<file path="config.mk">
export PLATFORM = sky130hd
export DESIGN_NAME = link_sync
export DESIGN_NICKNAME = d
export VERILOG_FILES = /design/src/pkg/link_sync_pkg.sv /design/src/link_sync.sv
export SDC_FILE = /design/constraint.sdc
export NUM_CORES = 1
export LEC_CHECK = 0
export BUFFER_PORTS_ARGS = -buffer_cell sky130_fd_sc_hd__buf_2
export CAP_MARGIN = 10
export CORE_MARGIN = 8
export CORE_UTILIZATION = 56
export CTS_CLUSTER_DIAMETER = 150
export DETAILED_ROUTE_END_ITERATION = 6
export PLACE_DENSITY = 0.8
export SYNTH_ARGS = -nofsm -noshare
export SYNTH_HDL_FRONTEND = slang
export SYNTH_SLANG_ARGS = --single-unit
</file>
<file path="constraint.sdc">
create_clock -name clock -period 2.75 [get_ports clock]
set_input_delay 0.275 -clock clock [delete_from_list [all_inputs] [get_ports clock]]
set_output_delay 0.275 -clock clock [all_outputs]
set_load 0.005 [all_outputs]
</file>
<file path="src/pkg/link_sync_pkg.sv">
// Package: register map, field layouts and configuration tables for the link configuration and capture block.
package link_sync_pkg;

    // Register addresses.
    localparam logic [11:0] ADDR_SYSREF_CONTROL_A   = 12'h120;
    localparam logic [11:0] ADDR_SYSREF_CONTROL_B   = 12'h121;
    localparam logic [11:0] ADDR_SYSREF_MARGIN      = 12'h128;
    localparam logic [11:0] ADDR_LINE_RATE_CONTROL  = 12'h56E;
    localparam logic [11:0] ADDR_LINK_QUICK_CONFIG  = 12'h570;
    localparam logic [11:0] ADDR_LINK_FRAMES_PER_MF = 12'h571;
    localparam logic [11:0] ADDR_LINK_PARAMS        = 12'h572;
    localparam logic [11:0] ADDR_IRQ_STATUS         = 12'h580;
    localparam logic [11:0] ADDR_IRQ_MASK           = 12'h581;
    localparam logic [11:0] ADDR_LINE_RATE_STATUS   = 12'h582;
    localparam logic [11:0] ADDR_DECIMATION         = 12'h583;

    // Reset values.
    localparam logic [7:0] RST_CONTROL_A    = 8'h00;
    localparam logic [7:0] RST_CONTROL_B    = 8'h00;
    localparam logic [7:0] RST_LINE_RATE    = 8'h00;
    localparam logic [7:0] RST_QUICK_CONFIG = 8'h88;
    localparam logic [7:0] RST_FRAMES_MF    = 8'h20;
    localparam logic [7:0] RST_DECIMATION   = 8'h01;
    localparam logic [7:0] ZERO_BYTE        = 8'h00;

    // Field positions.
    localparam int POS_POLARITY     = 0;
    localparam int POS_CLOCK_EDGE   = 1;
    localparam int POS_ONE_SHOT     = 2;
    localparam int POS_LOW_RATE     = 4;
    localparam int SKIP_LSB         = 0;
    localparam int SKIP_MSB         = 3;
    localparam int NIBBLE_W         = 4;

    // Interrupt status bit positions.
    localparam int IRQ_CAPTURE      = 0;
    localparam int IRQ_SETUP_ERR    = 1;
    localparam int IRQ_HOLD_ERR     = 2;
    localparam int IRQ_BAD_CONFIG   = 3;

    // Margin interpretation constants.
    localparam logic [3:0] MARGIN_ZERO  = 4'h0;
    localparam logic [3:0] MARGIN_MID   = 4'h8;
    localparam logic [3:0] SETUP_LOW_MAX = 4'h7;
    localparam logic [3:0] HOLD_HIGH_MIN = 4'h9;

    // Lane-rate multipliers and K ranges.
    localparam logic [4:0] RATE_MULT_ONE_LANE  = 5'h14;
    localparam logic [4:0] RATE_MULT_TWO_LANE  = 5'h0A;
    localparam logic [4:0] RATE_MULT_FOUR_LANE = 5'h05;
    localparam logic [5:0] K_MIN_F1 = 6'h14;
    localparam logic [5:0] K_MIN_F2 = 6'h0C;
    localparam logic [5:0] K_MIN_F4 = 6'h08;
    localparam logic [5:0] K_MAX    = 6'h20;
    localparam logic [1:0] K_STEP_MASK = 2'h3;

    // Link parameters of one quick-configuration code.
    typedef struct packed {
        logic       valid;
        logic [2:0] lanes;
        logic [2:0] octets;
        logic [3:0] samples;
        logic [4:0] rate_mult;
    } link_cfg_t;

    // Register bus request.
    typedef struct packed {
        logic [11:0] addr;
        logic [7:0]  wdata;
        logic        wr;
        logic        rd;
    } reg_req_t;

    // Quick-configuration decode.
    function automatic link_cfg_t decode_quick(input logic [7:0] code);
        link_cfg_t c;
        c = '0;
        unique case (code)
            8'h09:   c = '{1'b1, 3'h1, 3'h2, 4'h1, RATE_MULT_ONE_LANE};
            8'h48:   c = '{1'b1, 3'h2, 3'h1, 4'h1, RATE_MULT_TWO_LANE};
            8'h49:   c = '{1'b1, 3'h2, 3'h2, 4'h2, RATE_MULT_TWO_LANE};
            8'h88:   c = '{1'b1, 3'h4, 3'h1, 4'h2, RATE_MULT_FOUR_LANE};
            8'h89:   c = '{1'b1, 3'h4, 3'h2, 4'h4, RATE_MULT_FOUR_LANE};
            8'h8A:   c = '{1'b1, 3'h4, 3'h4, 4'h8, RATE_MULT_FOUR_LANE};
            default: c = '0;
        endcase
        return c;
    endfunction

endpackage

</file>
<file path="src/link_sync.sv">
// Link configuration decode, SYSREF capture with skip counting, margin monitor and register file.
//
// Summary of operation
// - Quick code 0x09/0x48/0x49/0x88/0x89/0x8A selects lanes, octets and samples per frame.
// - Lane rate multiplier is 20, 10 or 5 for one, two or four lanes.
// - Frames per multiframe: steps of four, from 20, 12 or 8 up to 32.
// - A captured SYSREF aligns divider, down-converters, monitor and link framing.
// - Capture event is a rising or falling SYSREF transition, by polarity setting.
// - SYSREF is synchronised on the rising clock edge; the falling setting takes a falling-edge copy of that level.
// - A programmed number of events, up to 15, is ignored before acting.
// - Polarity, edge and skip count sit in two consecutive control registers.
// - Status holds setup margin in bits 3:0 and hold margin in 7:4.
// - Hold zero with setup 0 to 7 flags a possible setup error.
// - Setup zero with hold 9 to F flags a possible hold error.
// - Setup 8, or hold 8 with setup 0 or 9 to F, is a clean capture.
// - Both fields zero flags a possible setup or hold error.
// - Resolution is 7 to 8 bits, control bits 0 to 1, high density off; the block fixes 8 bits and 0 control bits.
//
// The implementer's own choice: the strobed register port.
`timescale 1ns/1ns

module link_sync #(
    parameter int SKIP_W = 4
) (
    // Clock and reset.
    input  wire logic                        clock,
    input  wire logic                        srst,
    // Register port.
    input  wire link_sync_pkg::reg_req_t     reg_req,
    output logic [7:0]                       reg_rdata,
    // SYSREF pin and phase detector nibbles from the clock input stage.
    input  wire logic                        sysref_pin,
    input  wire logic [3:0]                  setup_phase,
    input  wire logic [3:0]                  hold_phase,
    // Alignment strobes to the divider, down-converters, monitor and framer.
    output logic                             align_divider,
    output logic                             align_ddc,
    output logic                             align_monitor,
    output logic                             align_framer,
    // Decoded link settings.
    output link_sync_pkg::link_cfg_t         link_cfg,
    output logic [5:0]                       frames_per_mf,
    output logic                             low_rate_mode,
    output logic                             high_density,
    output logic [3:0]                       resolution_bits,
    output logic [1:0]                       control_bits,
    // Interrupt.
    output logic                             irq
);

    ////////////////////////////////////////////////////////////////////////////
    // Registers.

    logic [7:0]          control_a_reg;
    logic [7:0]          control_b_reg;
    logic [7:0]          line_rate_reg;
    logic [7:0]          quick_reg;
    logic [5:0]          kfm_reg;
    logic [7:0]          decim_reg;
    logic [7:0]          margin_reg;
    logic [3:0]          irq_status_reg;
    logic [3:0]          irq_mask_reg;
    logic [3:0]          irq_status_next;
    logic                sync_a_reg;
    logic                sync_b_reg;
    logic                sync_b_fall_reg;
    logic                prev_reg;
    logic [SKIP_W:0]     skip_count_reg;
    logic                armed_reg;
    logic                align_reg;
    logic [7:0]          rdata_reg;
    logic                sampled;
    logic                event_seen;
    logic                act;
    logic [3:0]          setup_f;
    logic [3:0]          hold_f;
    logic                setup_err;
    logic                hold_err;
    logic                either_err;
    logic                cfg_bad;
    link_sync_pkg::link_cfg_t cfg_now;

    wire logic wr = reg_req.wr;
    wire logic rd = reg_req.rd;

    // Checks a frames-per-multiframe value against the octet count.
    function automatic logic kfm_legal(input logic [5:0] k, input logic [2:0] octets);
        logic [5:0] kmin;
        kmin = link_sync_pkg::K_MIN_F1;
        if (octets == 3'h2) begin
            kmin = link_sync_pkg::K_MIN_F2;
        end else if (octets == 3'h4) begin
            kmin = link_sync_pkg::K_MIN_F4;
        end
        return (k >= kmin) && (k <= link_sync_pkg::K_MAX) && ((k[1:0] & link_sync_pkg::K_STEP_MASK) == 2'h0);
    endfunction

    ////////////////////////////////////////////////////////////////////////////
    // Configuration registers.

    // Software writes; an illegal K write is dropped so the framer never sees it.
    always_ff @(posedge clock) begin
        if (srst) begin
            control_a_reg <= link_sync_pkg::RST_CONTROL_A;
            control_b_reg <= link_sync_pkg::RST_CONTROL_B;
            line_rate_reg <= link_sync_pkg::RST_LINE_RATE;
            quick_reg     <= link_sync_pkg::RST_QUICK_CONFIG;
            kfm_reg       <= link_sync_pkg::RST_FRAMES_MF[5:0];
            decim_reg     <= link_sync_pkg::RST_DECIMATION;
            irq_mask_reg  <= 4'h0;
        end else if (wr) begin
            unique case (reg_req.addr)
                link_sync_pkg::ADDR_SYSREF_CONTROL_A:  control_a_reg <= reg_req.wdata;
                link_sync_pkg::ADDR_SYSREF_CONTROL_B:  control_b_reg <= reg_req.wdata;
                link_sync_pkg::ADDR_LINE_RATE_CONTROL: line_rate_reg <= reg_req.wdata;
                link_sync_pkg::ADDR_LINK_QUICK_CONFIG: quick_reg     <= reg_req.wdata;
                link_sync_pkg::ADDR_LINK_FRAMES_PER_MF: begin
                    if (kfm_legal(reg_req.wdata[5:0], cfg_now.octets) && reg_req.wdata[7:6] == 2'h0) begin
                        kfm_reg <= reg_req.wdata[5:0];
                    end
                end
                link_sync_pkg::ADDR_DECIMATION: begin
                    if (reg_req.wdata != link_sync_pkg::ZERO_BYTE) begin
                        decim_reg <= reg_req.wdata;
                    end
                end
                link_sync_pkg::ADDR_IRQ_MASK:          irq_mask_reg  <= reg_req.wdata[3:0];
                default: ;
            endcase
        end
    end

    // Decoded link setting drives the framer directly.
    always_comb begin
        cfg_now = link_sync_pkg::decode_quick(quick_reg);
    end

    // An unknown quick code, or a K unfit for the octet count, is flagged.
    assign cfg_bad         = !cfg_now.valid || !kfm_legal(kfm_reg, cfg_now.octets);
    assign link_cfg        = cfg_now;
    assign frames_per_mf   = kfm_reg;
    assign low_rate_mode   = line_rate_reg[link_sync_pkg::POS_LOW_RATE];
    assign high_density    = 1'b0;
    assign resolution_bits = 4'h8;
    assign control_bits    = 2'h0;

    ////////////////////////////////////////////////////////////////////////////
    // SYSREF synchroniser and edge selection.

    // Two flops on the rising edge; the second flop alone feeds anything else.
    always_ff @(posedge clock) begin
        if (srst) begin
            sync_a_reg <= 1'b0;
            sync_b_reg <= 1'b0;
        end else begin
            sync_a_reg <= sysref_pin;
            sync_b_reg <= sync_a_reg;
        end
    end

    // Falling-edge copy of the synchronised level.
    always_ff @(negedge clock) begin
        if (srst) begin
            sync_b_fall_reg <= 1'b0;
        end else begin
            sync_b_fall_reg <= sync_b_reg;
        end
    end

    assign sampled = control_a_reg[link_sync_pkg::POS_CLOCK_EDGE] ? sync_b_fall_reg : sync_b_reg;

    // Previous sample for transition detection.
    always_ff @(posedge clock) begin
        if (srst) begin
            prev_reg <= 1'b0;
        end else begin
            prev_reg <= sampled;
        end
    end

    // Polarity zero takes a rising transition, one takes a falling one.
    assign event_seen = control_a_reg[link_sync_pkg::POS_POLARITY] ? (prev_reg && !sampled)
                                                                   : (!prev_reg && sampled);

    ////////////////////////////////////////////////////////////////////////////
    // Skip counter and alignment.

    // Act once the programmed number of events has passed.
    assign act = event_seen && armed_reg &&
                 (skip_count_reg >= {1'b0, control_b_reg[link_sync_pkg::SKIP_MSB:link_sync_pkg::SKIP_LSB]});

    // Writing either control register restarts the skip count and rearms capture.
    always_ff @(posedge clock) begin
        if (srst) begin
            skip_count_reg <= '0;
            armed_reg      <= 1'b1;
        end else if (wr && (reg_req.addr == link_sync_pkg::ADDR_SYSREF_CONTROL_A ||
                            reg_req.addr == link_sync_pkg::ADDR_SYSREF_CONTROL_B)) begin
            skip_count_reg <= '0;
            armed_reg      <= 1'b1;
        end else if (event_seen && armed_reg && !act) begin
            skip_count_reg <= skip_count_reg + 1'b1;
        end else if (act && control_a_reg[link_sync_pkg::POS_ONE_SHOT]) begin
            armed_reg <= 1'b0;
        end
    end

    // One-cycle alignment strobe to all four consumers.
    always_ff @(posedge clock) begin
        if (srst) begin
            align_reg <= 1'b0;
        end else begin
            align_reg <= act;
        end
    end

    assign align_divider = align_reg;
    assign align_ddc     = align_reg;
    assign align_monitor = align_reg;
    assign align_framer  = align_reg;

    ////////////////////////////////////////////////////////////////////////////
    // Setup and hold margin monitor.

    // Margins latch on each acted capture, so software sees that event's phase.
    always_ff @(posedge clock) begin
        if (srst) begin
            margin_reg <= link_sync_pkg::ZERO_BYTE;
        end else if (act) begin
            margin_reg <= {hold_phase, setup_phase};
        end
    end

    assign setup_f = setup_phase;
    assign hold_f  = hold_phase;

    // Classification of the new margin pair at capture time.
    assign either_err = (hold_f == link_sync_pkg::MARGIN_ZERO) && (setup_f == link_sync_pkg::MARGIN_ZERO);
    assign setup_err  = (hold_f == link_sync_pkg::MARGIN_ZERO) && (setup_f <= link_sync_pkg::SETUP_LOW_MAX);
    assign hold_err   = (setup_f == link_sync_pkg::MARGIN_ZERO) && (hold_f >= link_sync_pkg::HOLD_HIGH_MIN);
    // Setup of 8 or hold of 8 with the stated setup values raises neither flag.

    ////////////////////////////////////////////////////////////////////////////
    // Interrupts and read port.

    // Sticky status; a read of the status register clears it, but a same-cycle event wins.
    always_comb begin
        irq_status_next = irq_status_reg;
        if (rd && reg_req.addr == link_sync_pkg::ADDR_IRQ_STATUS) begin
            irq_status_next = 4'h0;
        end
        if (act) begin
            irq_status_next[link_sync_pkg::IRQ_CAPTURE] = 1'b1;
        end
        if (act && (setup_err || either_err)) begin
            irq_status_next[link_sync_pkg::IRQ_SETUP_ERR] = 1'b1;
        end
        if (act && (hold_err || either_err)) begin
            irq_status_next[link_sync_pkg::IRQ_HOLD_ERR] = 1'b1;
        end
        if (cfg_bad) begin
            irq_status_next[link_sync_pkg::IRQ_BAD_CONFIG] = 1'b1;
        end
    end

    always_ff @(posedge clock) begin
        if (srst) begin
            irq_status_reg <= 4'h0;
        end else begin
            irq_status_reg <= irq_status_next;
        end
    end

    assign irq = |(irq_status_reg & irq_mask_reg);

    // Read data stands only in the cycle after the strobe; unmapped reads return zero.
    always_ff @(posedge clock) begin
        if (srst) begin
            rdata_reg <= link_sync_pkg::ZERO_BYTE;
        end else if (rd) begin
            unique case (reg_req.addr)
                link_sync_pkg::ADDR_SYSREF_CONTROL_A:   rdata_reg <= control_a_reg;
                link_sync_pkg::ADDR_SYSREF_CONTROL_B:   rdata_reg <= control_b_reg;
                link_sync_pkg::ADDR_SYSREF_MARGIN:      rdata_reg <= margin_reg;
                link_sync_pkg::ADDR_LINE_RATE_CONTROL:  rdata_reg <= line_rate_reg;
                link_sync_pkg::ADDR_LINK_QUICK_CONFIG:  rdata_reg <= quick_reg;
                link_sync_pkg::ADDR_LINK_FRAMES_PER_MF: rdata_reg <= {2'h0, kfm_reg};
                link_sync_pkg::ADDR_LINK_PARAMS:        rdata_reg <= {1'b0, cfg_now.lanes, 1'b0, cfg_now.octets};
                link_sync_pkg::ADDR_IRQ_STATUS:         rdata_reg <= {4'h0, irq_status_reg};
                link_sync_pkg::ADDR_IRQ_MASK:           rdata_reg <= {4'h0, irq_mask_reg};
                link_sync_pkg::ADDR_LINE_RATE_STATUS:   rdata_reg <= {3'h0, cfg_now.rate_mult};
                link_sync_pkg::ADDR_DECIMATION:         rdata_reg <= decim_reg;
                default:                                rdata_reg <= link_sync_pkg::ZERO_BYTE;
            endcase
        end else begin
            rdata_reg <= link_sync_pkg::ZERO_BYTE;
        end
    end

    assign reg_rdata = rdata_reg;

endmodule

</file>
After elaboration in Yosys (flattened, before gate mapping)
Cells that the tools add are included.
{"block": "totals", "reg_bits": 81, "latchBits": 0, "mem_bits_rw": 0, "mem_bits_ro": 0, "in_bits": 33, "wordCells": 112, "n_memories": 0}
{"block": "op_classes", "add_sub_neg": 1, "n_mul": 0, "div": 0, "magnitude_cmp": 7, "n_eq_ne": 19, "shift": 0, "mux": 14, "bitwise": 3, "reduce_logical": 48}
{"op": "$eq A12 B11 Y1 const B", "n": 8}
{"op": "$pmux W16 S6", "n": 1}
{"op": "$pmux W8 S11", "n": 1}
{"op": "$eq A12 B9 Y1 const B", "n": 3}
{"op": "$eq A8 B8 Y1 const B", "n": 3}
{"op": "$logic_and A1 B1 Y1", "n": 18}
{"op": "$mux W6", "n": 3}
{"op": "$eq A8 B7 Y1 const B", "n": 2}
{"op": "$ge A6 B6 Y1", "n": 2}
{"op": "$le A6 B6 Y1 const B", "n": 2}
{"op": "$reduce_and A2 Y1", "n": 6}
{"op": "$mux W5", "n": 2}
{"op": "$eq A8 B4 Y1 const B", "n": 1}
{"op": "$logic_not A4 Y1", "n": 2}
{"op": "$reduce_bool A2 Y1", "n": 4}
{"op": "$reduce_bool A8 Y1", "n": 1}
{"op": "$logic_not A2 Y1", "n": 3}
{"op": "$mux W1", "n": 6}
{"op": "$reduce_and A3 Y1", "n": 2}
{"op": "$add A5 B1 Y5 const B", "n": 1}
{"op": "$ge A5 B4 Y1", "n": 1}
{"op": "$logic_not A1 Y1", "n": 5}
{"op": "$and A4 B4 Y4", "n": 1}
{"op": "$ge A4 B4 Y1 const B", "n": 1}
{"op": "8 further kinds", "n": 13}

Longest topological paths before layout
{"block": "depth", "depth_word": 13, "ltp_mapped": 13}

==> impl_results.md <==
* Outcome: finished with violations
* Violated checks: negative setup slack
* Final cell count without fillers at 677
* Via density at 6.07
* WP data required at 3.04 ns
* First-pass GRT wire length at 19.9 mm
* Final setup viols at 15
* Worst slew pin tran at 0.718 ns
* Clock sink count at 81
* Area grow syn2layout at 16.3%
* Sequential area share after synthesis at 38.7%
* Cell count after placement at 661
* Reg clk slew, reported paths at 0.09 ns
* Die footprint at 10500 um^2
* Setup ws final at -0.103 ns
* Crit path DAT at 3.14 ns
* Drt first pass iters at 5
* Slew Limit Fails at 0
* Worst hold-check path type: in2reg
* Final Hold Viols at 0
* Ys Warns at 0
* Netlist Area Pre-Place at 4190 um^2
* Leakage power at 2.01 nW
* Post-synth EDFFs at 0
* Routed Antenna Nets at 0
* Final core utilization at 67.2%
* Routed Wire Length at 12.6 mm
* Most frequent cells in the layout: dfxtp_1, nand2_1, buf_2
* Setup_tns at -0.608 ns
* Number of remaining DRC errors at 0
* Comb power frac at 6.6%
* Post-synthesis register bit count at 81
* Synth Flop Type: dfxtp_1
* I/O pins at 76
* Wire length per cell at 18.6 um
* Std-Cell Rows at 31
* Largest net degree at the start of global routing at 68
* Cell Pwr Density at 467 nW/um^2
* Die X-Extent at 102 um
* Peak VDD IR at 0.369 mV
* DP Wirelength at 9.05 mm
* Critical Path Sink Type: flop
* Top cell type by total area after synthesis: dfxtp_1
* Worst slew margin at 51.9%
* Root Driver: clkbuf_8
* Max-cap violations at 0
* CTS HTree Levels at 3
* DR iter-0 viols at 363
* Worst Skew at 0.0393 ns
* CP Launch Type: flop
* DR vias at 4111
* Grt total ovfl at 0
* Routability Congestion at 0.931
* Antenna Cells at 0
* # Post-CTS Setup Buffers at 0
* Yosys top cell area share at 38.7%
* Sw frac at 24.9%
* Commonest non-fill, non-tap cell in the layout: dfxtp_1
* Initial core utilization at 57.7%
* Mapped Cells at 513
* CTS Buf Count at 9
* CTS tree: done
* Layout cells sized above 1 at 22.5%
* Internal at 1.71 mW
* Ys async rst share at 0%
* # nets final at 617
* Critical path class: reg2reg
* Total track usage at 24.4%
* Flop pwr share at 52.1%
* Yosys cell types at 60
* Post-CTS Hold Fix Bufs at 0
* Mean Syn Cell Area at 8.16 um^2
* CTS max path bufs at 2
* Largest cells by area after synthesis: dfxtp_1, nand2_1, mux2i_1
* Port Buffer Count at 68
* Worst skew pair latency at 0.39 ns
* Core area at 7250 um^2
* Number of global-route vias before repair at 3868
* Psw at 0.567 mW
* Initial antenna violation count at 0
* Die height at 102 um
* Unrepaired setup endpoints after global routing: yes
* Clock power share at 41.3%
* Worst Path Max Fanout at 4
## cells by family (layout without fill, tap and decap cells)
| group | Yosys count | after routing | synth area share (%) |
|---|---|---|---|
| and+or+nand+nor | 217 | 217 | 25.5 |
| xor gates and xnor gates | 4 | 4 | 0.836 |
| muxes | 28 | 28 | 6.72 |
| adders and majority gates | 11 | 11 | 3.29 |
| AOI/OAI and AO/OA | 113 | 113 | 17.4 |
| other | 2 | 7 | 0.179 |
| DFF | 81 | 81 | 38.7 |
| buffers and inverters | 57 | 117 | 7.35 |
## cell type report
type	count	area (um^2)
repair buffers	86	483
inverters	14	52.6
clock inverters	6	65.1
fillers	613	2380
multi-input cells	380	2370
flip-flops and latches	81	1620
well taps	99	124
clock buffers	11	151
## routing by layer
| metal | track usage [%] | up-vias | part of all wire [%] |
|---|---|---|---|
| li1 | - | 1916 | - |
| met1 | 30.9 | 1931 | 42 |
| met2 | 38.4 | 229 | 45 |
| met3 | 5.04 | 35 | 10 |
| met4 | 11.9 | 0 | 3.4 |
| met5 | 0 | - | 0 |
## synth_stat cells (all sizes together), types with 2 or more instances
| master | n |
|---|---|
| dfxtp | 81 |
| a21o | 3 |
| a22oi | 24 |
| inv | 15 |
| o31ai | 2 |
| nand4 | 3 |
| or3 | 2 |
| o21ai | 13 |
| conb | 2 |
| xnor2 | 4 |
| and4 | 3 |
| nor2b | 10 |
| nand4b | 2 |
| and3 | 11 |
| a211o | 5 |
| nand2 | 77 |
| nand2b | 7 |
| buf | 22 |
| a31oi | 9 |
| nand3 | 24 |
| or4 | 2 |
| nor4b | 2 |
| and2 | 4 |
| a21oi | 42 |
| mux2i | 27 |
| clkbuf | 20 |
| ha | 11 |
| nor2 | 48 |
| nor3 | 16 |
| a211oi | 2 |
| a222oi | 2 |
| or4b | 2 |
## power by group through the flow
| stage | registers (mW) | logic (mW) | clock network [mW] |
|---|---|---|---|
| floorplan | 1.21 | 0.0872 | 0.00455 |
| CTS | 1.18 | 0.145 | 0.941 |
| finish | 1.18 | 0.150 | 0.939 |
| global placement | 1.21 | 0.137 | 0.00455 |
| detailed placement | 1.21 | 0.142 | 0.00455 |
| global route | 1.19 | 0.163 | 0.996 |
## worst max-delay path: stages (launching register included)
cell      delay, ns
dfxtp_2        0.31
mux2i_4        0.17
and3_4         0.21
o21ai_2        0.06
nand2b_4       0.17
or3_1          0.34
a21oi_1        0.12
## what timing repair did
action | in CTS | in global routing
hold endpoints to repair | 0 | 0
gates resized for setup | 8 | 15
pin swaps | 9 | 6
setup endpoints to repair | 16 | 23
## stage by stage
step | hold WS [ns] | total power, mW | instance area [um^2] | setup WS [ns]
after floorplan | 0.393 | 1.30 | 4220 | -0.0218
after global placement | 0.420 | 1.35 | 4570 | -0.0156
after detailed placement | 0.422 | 1.36 | 4570 | -0.107
after CTS | 0.131 | 2.27 | 4810 | -0.119
after global routing | 0.160 | 2.34 | 4870 | -0.187
final | 0.134 | 2.27 | 4870 | -0.103
## worst paths after layout
check	slack (ns)	cells past startpoint	to	from
setup / recovery	-0.10	6	irq_status_reg[1]	sync_b_fall_reg
hold / removal	0.13	2	sync_a_reg	sysref_pin
hold reg to reg	0.44	1	sync_b_reg	sync_a_reg
setup reg to reg	-0.10	6	irq_status_reg[1]	sync_b_fall_reg
(Power assumes the default switching activity.)
